===== config.mk =====
export PLATFORM = sky130hd
export DESIGN_NAME = smcr_static_mem
export DESIGN_NICKNAME = d
export VERILOG_FILES = /design/src/smcr_pkg.sv /design/src/smcr_cs_route.sv /design/src/smcr_lane_mux.sv /design/src/smcr_static_mem.sv
export VERILOG_INCLUDE_DIRS = /design/src
export SDC_FILE = /design/constraint.sdc
export NUM_CORES = 1
export LEC_CHECK = 0
export ABC_CLOCK_PERIOD_IN_PS = 6200
export BUFFER_PORTS_ARGS = -buffer_cell sky130_fd_sc_hd__buf_2
export CAP_MARGIN = 30
export CELL_PAD_IN_SITES_DETAIL_PLACEMENT = 0
export CELL_PAD_IN_SITES_GLOBAL_PLACEMENT = 1
export CORE_ASPECT_RATIO = 1.2
export CORE_MARGIN = 2
export CORE_UTILIZATION = 38
export DETAILED_ROUTE_END_ITERATION = 16
export PLACE_DENSITY = 0.75
export SYNTH_ARGS = -nofsm -noshare
export SYNTH_HDL_FRONTEND = slang
export SYNTH_SLANG_ARGS = --single-unit
export TNS_END_PERCENT = 10

===== constraint.sdc =====
create_clock -name sys_clk -period 6.2 [get_ports sys_clk]
set_input_delay 0.62 -clock sys_clk [delete_from_list [all_inputs] [get_ports sys_clk]]
set_output_delay 0.62 -clock sys_clk [all_outputs]
set_load 0.01 [all_outputs]

===== src/smcr_map.svh =====
// register offsets, field positions and reset values of the static memory front end
`ifndef SMCR_MAP_SVH
`define SMCR_MAP_SVH
`define SMCR_CSA_OFF 8'h00
`define SMCR_RSV_A_OFF 8'h04
`define SMCR_RSV_B_OFF 8'h08
`define SMCR_RSV_C_OFF 8'h0c
`define SMCR_CFG_BASE 8'h40
`define SMCR_STAT_OFF 8'h60
`define SMCR_CSA_RST 32'h0000_0000
`define SMCR_CSA_MASK 32'h0001_001e
`define SMCR_CS1_BIT 1
`define SMCR_CS2_BIT 2
`define SMCR_CS3_BIT 3
`define SMCR_CS4_BIT 4
`define SMCR_WAITC_BIT 16
`define SMCR_CFG_RST 7'h01
`define SMCR_CFG_W_LSB 0
`define SMCR_CFG_BAT_BIT 2
`define SMCR_CFG_NWS_LSB 3
`define SMCR_W8 2'b10
`define SMCR_W16 2'b01
`define SMCR_PAGE_LSB 23
`define SMCR_ALE_BIT 21
`define SMCR_CLE_BIT 22
`endif


===== src/smcr_pkg.sv =====
// types shared by the static memory front end
package smcr_pkg;
  typedef enum logic [1:0] {
    SMCR_IDLE = 2'b00,
    SMCR_SETUP = 2'b01,
    SMCR_STROBE = 2'b11,
    SMCR_HOLD = 2'b10
  } smcr_state_t;
endpackage


===== src/smcr_cs_route.sv =====
// chip select decode and routing of selects to dram and nand logic
`timescale 1ns/1ps
module smcr_cs_route
  import smcr_pkg::*;
#(
  parameter int NUM_CS = 8
)
(
  // access
  input wire logic active,
  input wire logic [2:0] cs_idx,
  // routing
  input wire logic cs1_dram_route,
  input wire logic cs3_nand_enable,
  // results
  output logic [NUM_CS-1:0] cs_n,
  output logic nand_sel
);
  initial
  begin
    if (NUM_CS != 8)
      $error("smcr_cs_route serves exactly eight chip selects");
  end

  always_comb
  begin
    cs_n = '1;
    nand_sel = 1'b0;
    if (active)
    begin
      cs_n[cs_idx] = 1'b0;
      if (cs_idx == 3'd1 && cs1_dram_route)
        cs_n[1] = 1'b1;
      nand_sel = cs3_nand_enable && cs_idx == 3'd3;
    end
  end
endmodule


===== src/smcr_lane_mux.sv =====
// shared strobe and byte select pin functions
`timescale 1ns/1ps
module smcr_lane_mux
  import smcr_pkg::*;
(
  // access
  input wire logic active,
  input wire logic strobe,
  input wire logic write,
  input wire logic addr0,
  input wire logic [1:0] be,
  // configuration
  input wire logic wide,
  input wire logic byte_select,
  // pins
  output logic a0_lb_n,
  output logic rd_n,
  output logic wr0_we_n,
  output logic wr1_ub_n
);
  always_comb
  begin
    rd_n = ~(active && strobe && !write);
    a0_lb_n = addr0;
    wr0_we_n = ~(active && strobe && write);
    wr1_ub_n = 1'b1;
    if (wide)
    begin
      if (byte_select)
      begin
        a0_lb_n = ~(active && be[0]);
        wr1_ub_n = ~(active && be[1]);
      end
      else
      begin
        a0_lb_n = 1'b0;
        wr0_we_n = ~(active && strobe && write && be[0]);
        wr1_ub_n = ~(active && strobe && write && be[1]);
      end
    end
  end
endmodule


===== src/smcr_static_mem.sv =====
// static memory controller front end with chip select assignment register
//
// Functional notes
// - csa bit 1 set hands chip select 1 to the dram controller.
// - csa bit 2 set enables second card slot logic; select 2 stays static.
// - csa bit 3 set enables nand logic on select 3.
// - csa bit 4 set enables first card slot logic; select 4 stays static.
// - csa bit 16 connects the wait pin; clear leaves it free for gpio.
// - assignment register is read/write at offset zero, resets to zero.
// - eight active-low chip select outputs.
// - 23-bit address bus and 16-bit two-way data bus.
// - per-select width code: 10 gives 8 bits, 01 gives 16 bits.
// - 8-bit uses address bits 22..0, 16-bit uses bits 22..1.
// - small memories repeat through the page; upper bits ignored.
// - each select decodes at most 8 Mbytes.
// - shared pin is address bit 0 or lower byte select by width.
// - write pins are byte strobes or enable plus upper select.
// - separate active-low read and write strobes.
// - active-low wait input lengthens the strobe.
// - nand latch enables follow address bits 21 and 22.
// - nand strobes follow controller strobes only inside select 3.
//
// Decided for this implementation: register access over APB.
`timescale 1ns/1ps
`include "smcr_map.svh"
module smcr_static_mem
  import smcr_pkg::*;
#(
  parameter int NUM_CS = 8,
  parameter int ADDR_W = 23,
  parameter int DATA_W = 16
)
(
  // clock and reset
  input wire logic sys_clk,
  input wire logic rst,
  // apb slave
  input wire logic psel,
  input wire logic penable,
  input wire logic pwrite,
  input wire logic [7:0] paddr,
  input wire logic [31:0] pwdata,
  output logic [31:0] prdata,
  output logic pready,
  output logic pslverr,
  // access requests
  input wire logic req_valid,
  input wire logic [25:0] req_addr,
  input wire logic req_write,
  input wire logic [15:0] req_wdata,
  input wire logic [1:0] req_be,
  output logic req_ack,
  output logic [15:0] req_rdata,
  // memory pins
  output logic [7:0] chip_select_lines_n,
  output logic [22:1] addr_hi,
  output logic addr0_or_lower_byte_n,
  output logic read_strobe_n,
  output logic write_low_or_write_enable_n,
  output logic write_high_or_upper_byte_n,
  input wire logic [15:0] data_in,
  output logic [15:0] data_out,
  output logic data_oe_n,
  input wire logic wait_n,
  // nand, card slot and routing status
  output logic nand_read_enable_n,
  output logic nand_write_enable_n,
  output logic nand_ale,
  output logic nand_cle,
  output logic cs1_dram_route,
  output logic card_slot1_active,
  output logic card_slot2_active,
  output logic wait_pin_gpio_free
);
  initial
  begin
    if (NUM_CS != 8 || ADDR_W != 23 || DATA_W != 16)
      $error("smcr_static_mem serves 8 selects, 23 address and 16 data bits");
  end

  // ----------------------------------------
  // apb register file
  // ----------------------------------------
  logic [31:0] csa_r;
  logic [6:0] cfg_r [NUM_CS];
  smcr_state_t state_r;
  logic [3:0] cnt_r;
  logic setup_ph;
  logic wr_en;
  logic is_cfg;
  logic [2:0] cfg_idx;
  logic hit;
  logic [31:0] rd_val;

  assign setup_ph = psel && !penable;
  assign wr_en = psel && penable && pready && pwrite;
  assign is_cfg = paddr[7:5] == 3'(`SMCR_CFG_BASE >> 5) && paddr[1:0] == 2'b00;
  assign cfg_idx = paddr[4:2];

  always_comb
  begin
    hit = 1'b1;
    rd_val = 32'h0000_0000;
    if (is_cfg)
      rd_val = {25'h0000000, cfg_r[cfg_idx]};
    else
      case (paddr)
        `SMCR_CSA_OFF: rd_val = csa_r;
        `SMCR_RSV_A_OFF, `SMCR_RSV_B_OFF, `SMCR_RSV_C_OFF: rd_val = 32'h0000_0000;
        `SMCR_STAT_OFF: rd_val = {28'h0000000, cnt_r == 4'h0, state_r, req_ack};
        default: hit = 1'b0;
      endcase
  end

  always_ff @(posedge sys_clk or posedge rst)
  begin
    if (rst)
    begin
      pready <= 1'b0;
      pslverr <= 1'b0;
      prdata <= 32'h0000_0000;
    end
    else
    begin
      pready <= setup_ph;
      pslverr <= setup_ph && !hit;
      prdata <= (setup_ph && hit && !pwrite) ? rd_val : 32'h0000_0000;
    end
  end

  always_ff @(posedge sys_clk or posedge rst)
  begin
    if (rst)
      csa_r <= `SMCR_CSA_RST;
    else if (wr_en && paddr == `SMCR_CSA_OFF)
      csa_r <= pwdata & `SMCR_CSA_MASK;
  end

  always_ff @(posedge sys_clk or posedge rst)
  begin
    if (rst)
    begin
      for (int i = 0; i < NUM_CS; i++)
        cfg_r[i] <= `SMCR_CFG_RST;
    end
    else if (wr_en && is_cfg)
      cfg_r[cfg_idx] <= pwdata[6:0];
  end

  // ----------------------------------------
  // access sequencer
  // ----------------------------------------
  logic [25:0] lat_addr;
  logic lat_write;
  logic [15:0] lat_wdata;
  logic [1:0] lat_be;
  logic [2:0] cs_idx;
  logic [6:0] cur_cfg;
  logic wide;
  logic wait_hold;

  assign cs_idx = lat_addr[25:`SMCR_PAGE_LSB];
  assign cur_cfg = cfg_r[cs_idx];
  assign wide = cur_cfg[`SMCR_CFG_W_LSB +: 2] != `SMCR_W8;
  assign wait_hold = csa_r[`SMCR_WAITC_BIT] && !wait_n;

  always_ff @(posedge sys_clk or posedge rst)
  begin
    if (rst)
    begin
      lat_addr <= 26'h0000000;
      lat_write <= 1'b0;
      lat_wdata <= 16'h0000;
      lat_be <= 2'b00;
    end
    else if (state_r == SMCR_IDLE && req_valid && !req_ack)
    begin
      lat_addr <= req_addr;
      lat_write <= req_write;
      lat_wdata <= req_wdata;
      lat_be <= req_be;
    end
  end

  always_ff @(posedge sys_clk or posedge rst)
  begin
    if (rst)
    begin
      state_r <= SMCR_IDLE;
      cnt_r <= 4'h0;
    end
    else
    begin
      case (state_r)
        SMCR_IDLE:
          if (req_valid && !req_ack)
            state_r <= SMCR_SETUP;
        SMCR_SETUP:
        begin
          state_r <= SMCR_STROBE;
          cnt_r <= cur_cfg[`SMCR_CFG_NWS_LSB +: 4];
        end
        SMCR_STROBE:
          if (cnt_r != 4'h0)
            cnt_r <= cnt_r - 4'h1;
          else if (!wait_hold)
            state_r <= SMCR_HOLD;
        SMCR_HOLD:
          state_r <= SMCR_IDLE;
        default:
          state_r <= SMCR_IDLE;
      endcase
    end
  end

  always_ff @(posedge sys_clk or posedge rst)
  begin
    if (rst)
    begin
      req_ack <= 1'b0;
      req_rdata <= 16'h0000;
    end
    else
    begin
      req_ack <= state_r == SMCR_HOLD;
      // read pin lags the state by one cycle: take the data in hold
      if (state_r == SMCR_HOLD && !lat_write)
        req_rdata <= wide ? data_in : {8'h00, data_in[7:0]};
    end
  end

  // ----------------------------------------
  // pin generation
  // ----------------------------------------
  logic active;
  logic strobe;
  logic [7:0] cs_n_c;
  logic nand_sel;
  logic a0_c;
  logic rd_c;
  logic wr0_c;
  logic wr1_c;

  assign active = state_r != SMCR_IDLE;
  assign strobe = state_r == SMCR_STROBE;

  smcr_cs_route #(.NUM_CS(NUM_CS)) u_route (
    .active(active),
    .cs_idx(cs_idx),
    .cs1_dram_route(csa_r[`SMCR_CS1_BIT]),
    .cs3_nand_enable(csa_r[`SMCR_CS3_BIT]),
    .cs_n(cs_n_c),
    .nand_sel(nand_sel)
  );

  smcr_lane_mux u_lane (
    .active(active),
    .strobe(strobe),
    .write(lat_write),
    .addr0(lat_addr[0]),
    .be(lat_be),
    .wide(wide),
    .byte_select(cur_cfg[`SMCR_CFG_BAT_BIT]),
    .a0_lb_n(a0_c),
    .rd_n(rd_c),
    .wr0_we_n(wr0_c),
    .wr1_ub_n(wr1_c)
  );

  always_ff @(posedge sys_clk or posedge rst)
  begin
    if (rst)
    begin
      chip_select_lines_n <= 8'hff;
      addr_hi <= 22'h000000;
      addr0_or_lower_byte_n <= 1'b0;
      read_strobe_n <= 1'b1;
      write_low_or_write_enable_n <= 1'b1;
      write_high_or_upper_byte_n <= 1'b1;
      data_out <= 16'h0000;
      data_oe_n <= 1'b1;
    end
    else
    begin
      chip_select_lines_n <= cs_n_c;
      addr_hi <= lat_addr[22:1];
      addr0_or_lower_byte_n <= a0_c;
      read_strobe_n <= rd_c;
      write_low_or_write_enable_n <= wr0_c;
      write_high_or_upper_byte_n <= wr1_c;
      data_out <= wide ? lat_wdata : {8'h00, lat_wdata[7:0]};
      data_oe_n <= !(active && lat_write);
    end
  end

  always_ff @(posedge sys_clk or posedge rst)
  begin
    if (rst)
    begin
      nand_read_enable_n <= 1'b1;
      nand_write_enable_n <= 1'b1;
      nand_ale <= 1'b0;
      nand_cle <= 1'b0;
    end
    else
    begin
      nand_read_enable_n <= !(nand_sel && !rd_c);
      nand_write_enable_n <= !(nand_sel && !wr0_c);
      nand_ale <= nand_sel && lat_addr[`SMCR_ALE_BIT];
      nand_cle <= nand_sel && lat_addr[`SMCR_CLE_BIT];
    end
  end

  always_ff @(posedge sys_clk or posedge rst)
  begin
    if (rst)
    begin
      cs1_dram_route <= 1'b0;
      card_slot1_active <= 1'b0;
      card_slot2_active <= 1'b0;
      wait_pin_gpio_free <= 1'b1;
    end
    else
    begin
      cs1_dram_route <= csa_r[`SMCR_CS1_BIT];
      card_slot2_active <= csa_r[`SMCR_CS2_BIT];
      card_slot1_active <= csa_r[`SMCR_CS4_BIT];
      wait_pin_gpio_free <= !csa_r[`SMCR_WAITC_BIT];
    end
  end
endmodule


==> flow_metrics.py <==
metrics = {
    "power_and_ir_drop": {
        "sw_frac_of_total_pct": 31.16,
        "switchingPower_mw": 1.259,
        "power-per-cell-area_nw_per_um2": 407.3,
        "ir_drop_v": 0.0002132,
        "p_int_mw": 2.781,
        "combPwrFrac_pct": 23.8,
        "power.total_mw": 4.039,
        "p_seq_share_pct": 47.2,
        "leakagePower_nw": 4.750,
        "clkPwrFrac_pct": 29.0,
    },
    "floorplan": {
        "ios": 218,
        "die_width_um": 138.3,
        "floorplan.rows": 59,
        "coreArea_um2": 21480,
        "die_y_um": 165.2,
        "die_area_um2": 22850,
        "start_util_pct": 38.31,
    },
    "sta": {
        "max-slew-margin-rel_pct": 40.13,
        "max_freq_mhz": 396.6,
        "post-route-min-period_ps": 2522,
        "tns_ps": 0,
        "rsz0062_at_grt": "no",
        "hold_viol_final": 0,
        "slew_viol_final": 0,
        "worst_pin_slew_ps": 898.0,
        "finalCritPeriodShare_pct": 40.67,
        "fin_skew_ps": 12.89,
        "setup_viol": 0,
    },
    "yosys": {
        "synth_edf_count": 0,
        "ys.warnings.count": 0,
        "ys_async_sr_fraction_pct": 100.0,
        "synth_cells": 587,
        "syn-cell-area_um2": 8229,
        "synth-seq-area-share_pct": 60.56,
        "yosys_register_bits": 198,
        "synth_top_flop_cell": "dfrtp_1",
        "synth_area_per_cell_um2": 14.02,
        "synth.distinct_cells": 58,
    },
    "critical_path": {
        "end_kind": "flop",
        "critPathKind": "in -> reg",
        "cp.buffers_inverters": 1,
        "slowest_stage": "nand2b_1",
        "critPathArrivalTime_ps": 2820,
        "critPathRequiredTime_ps": 6500,
        "cp_top_family": "simple AND/OR/NAND/NOR gates",
        "r2r_setup_slack_ps": 3830,
        "critical_path.cell_chain": "buf_2 -> or3_4 -> nor3b_4 -> and3_1 -> nand2b_1 -> mux2_4",
        "startpoint_type": "input port",
        "slowest_delay_ps": 440,
        "worstPathMaxFanout": 8,
    },
    "routing": {
        "routed_wl_um": 18200,
        "vias": 5127,
        "dr.pass1.iters": 4,
        "drtAntennaViolNets": 0,
        "wl_per_cell_um": 17.53,
        "via_per_inst": 4.939,
        "post-route-drc-count": 0,
        "first_iter_violations": 242,
    },
    "clock_network": {
        "clkSinkCount": 198,
        "hold_buffers": 0,
        "htree_levels": 4,
        "cts_buffers": 17,
        "root_buffer": "clkbuf_16",
        "clk_pin_slew_ps": 70,
        "cts_resized": 0,
        "post_cts_buffers": 0,
        "clk_path_buf_depth": 2,
        "cts_tree": "yes",
        "clk_latency_ps": 430,
    },
    "placement": {
        "place_congestion": 0.8348,
        "io_buffers": 169,
        "hpwlAfterDp_um": 12830,
    },
    "final_layout": {
        "num_antenna_cells": 0,
        "nFillCells": 1937,
        "area_growth_syn_to_layout_pct": 20.51,
        "drive_gt1_share_pct": 45.55,
        "layout.nets": 861,
    },
    "global_routing": {
        "grt_pass1_vias": 5148,
        "grt_pass1_wl_um": 28450,
        "antenna_found_initial": 1,
        "overflow": 0,
        "globalRouteTotalUtil_pct": 15.90,
        "grt_max_degree": 139,
    },
    "min_path": {
        "hold_path_class": "in -> async",
    },
    "job": {
        "cap_viol_max_count": 0,
    },
    "outcome": {
        "status": "completed",
    },
}
==> metrics by stage <==
step                hold WS, ps  cells  cell area [µm²]  setup slack (ps)  util [%]
CTS                       379.6   1037             9889              3685     46.04
detailed placement        360.5   1005             9236              3231     43.00
finish                    69.37   1038             9917              3678     46.16
global placement          353.9   1005             9236              3258     43.00
floorplan                 350.1    610             8315             220.8         -
global route              45.02   1038             9917              3658     46.16
==> sequential cells by signal, indices dropped and copies added, names as in the netlist, 2 cells and up <==
name	cells
chip_select_lines_n	8
prdata	8
csa_r	5
lat_addr	26
cnt_r	4
data_out	16
state_r	2
addr_hi	22
lat_wdata	16
lat_be	2
cfg_r	56
req_rdata	16
==> cell type report <==
| class | instances | area, µm² | share of cell area, % |
|---|---|---|---|
| Multi-Input combinational cell | 349 | 2989 | 30.14 |
| Inverter | 12 | 52.55 | 0.5299 |
| Sequential cell | 198 | 4984 | 50.25 |
| Clock buffer | 17 | 425.4 | 4.290 |
| Timing Repair Buffer | 173 | 895.9 | 9.034 |
| Clock inverter | 15 | 227.7 | 2.296 |
| Tap cell | 274 | 342.8 | 3.457 |
==> metal layers <==
metal  vias up  GRT usage (%)  share of wire [%]
met5         -              0              0.088
met4         2          4.685                1.2
met3        20          3.604                4.7
met2       138          27.84                 51
met1      2595          19.87                 43
li1       2372              -                  -
==> cells in the final DEF, fill, tap and decap left out, types with 3 or more instances in the layout <==
cell type | synthesis | routed
nor2_4 | 4 | 4
nand2b_1 | 12 | 12
a21oi_1 | 8 | 8
nand2_1 | 35 | 35
buf_2 | 8 | 169
nand3_1 | 10 | 10
clkbuf_16 | 0 | 17
dfrtp_1 | 175 | 175
nor2b_1 | 5 | 5
and2_1 | 11 | 11
o32a_1 | 4 | 4
nor2_1 | 14 | 14
dfstp_2 | 23 | 23
mux2i_1 | 7 | 7
mux2_2 | 85 | 85
a22oi_1 | 3 | 3
clkinv_8 | 0 | 6
o21ai_0 | 15 | 15
mux2_4 | 7 | 7
mux2_1 | 28 | 28
inv_1 | 12 | 11
conb_1 | 1 | 24
o21ai_1 | 8 | 8
mux4_2 | 13 | 13
inv_8 | 0 | 5
buf_4 | 25 | 3
o22ai_1 | 8 | 8
o221ai_1 | 6 | 6
nor3_1 | 5 | 4
==> power groups by stage <==
stage	Combinational [mW]	Clock [mW]	Sequential, mW
3_3_place_gp	0.960	0	1.92
4_1_cts	0.979	1.21	1.91
5_1_grt	1.06	1.26	1.96
6_report	0.962	1.17	1.91
2_1_floorplan	0.564	0	1.96
3_5_place_dp	0.978	0	1.94
==> cells in the mapped netlist (all sizes together), types with 2 or more instances <==
master / count / area (µm²)
a21oi: 8 / 40.04
a221oi: 2 / 17.52
a22o: 2 / 17.52
a22oi: 3 / 22.52
a32oi: 2 / 17.52
and2: 12 / 75.08
and3: 2 / 12.51
buf: 38 / 254.0
clkbuf: 13 / 48.80
dfrtp: 175 / 4379
dfstp: 23 / 604.3
ha: 2 / 25.02
inv: 12 / 45.04
mux2: 120 / 1378
mux2i: 7 / 70.07
mux4: 13 / 292.8
nand2: 35 / 131.4
nand2b: 12 / 75.07
nand3: 12 / 77.58
nand3b: 3 / 47.55
nor2: 18 / 97.59
nor2b: 5 / 31.28
nor3: 6 / 35.03
nor3b: 3 / 33.78
o21ai: 23 / 115.1
o221ai: 6 / 52.55
o22ai: 8 / 50.05
o32a: 4 / 40.04
or2: 2 / 12.51
==> path summary, 6_finish.rpt <==
check                              from          end  cells past startpoint
setup / recovery               paddr[7]    cfg_r[51]                      6
hold / removal                      rst  addr_hi[11]                      2
setup reg to reg           lat_addr[23]     cnt_r[3]                      5
hold reg to reg            lat_addr[15]  addr_hi[15]                      0
max in group asynchronous           rst     cfg_r[5]                      4
min in group sys_clk       lat_addr[15]  addr_hi[15]                      0
==> cell families after synthesis <==
kind of cell	after synthesis	share of synthesized area, %
fa+ha+maj	2	0.3040
flops	198	60.56
mux	140	21.15
buf+inv	63	4.227
xor+xnor	1	0.1065
simple gates	116	8.287
other cells	1	0.04557
compound gates	66	5.322
Note: power is estimated with default switching activity, not from simulation.
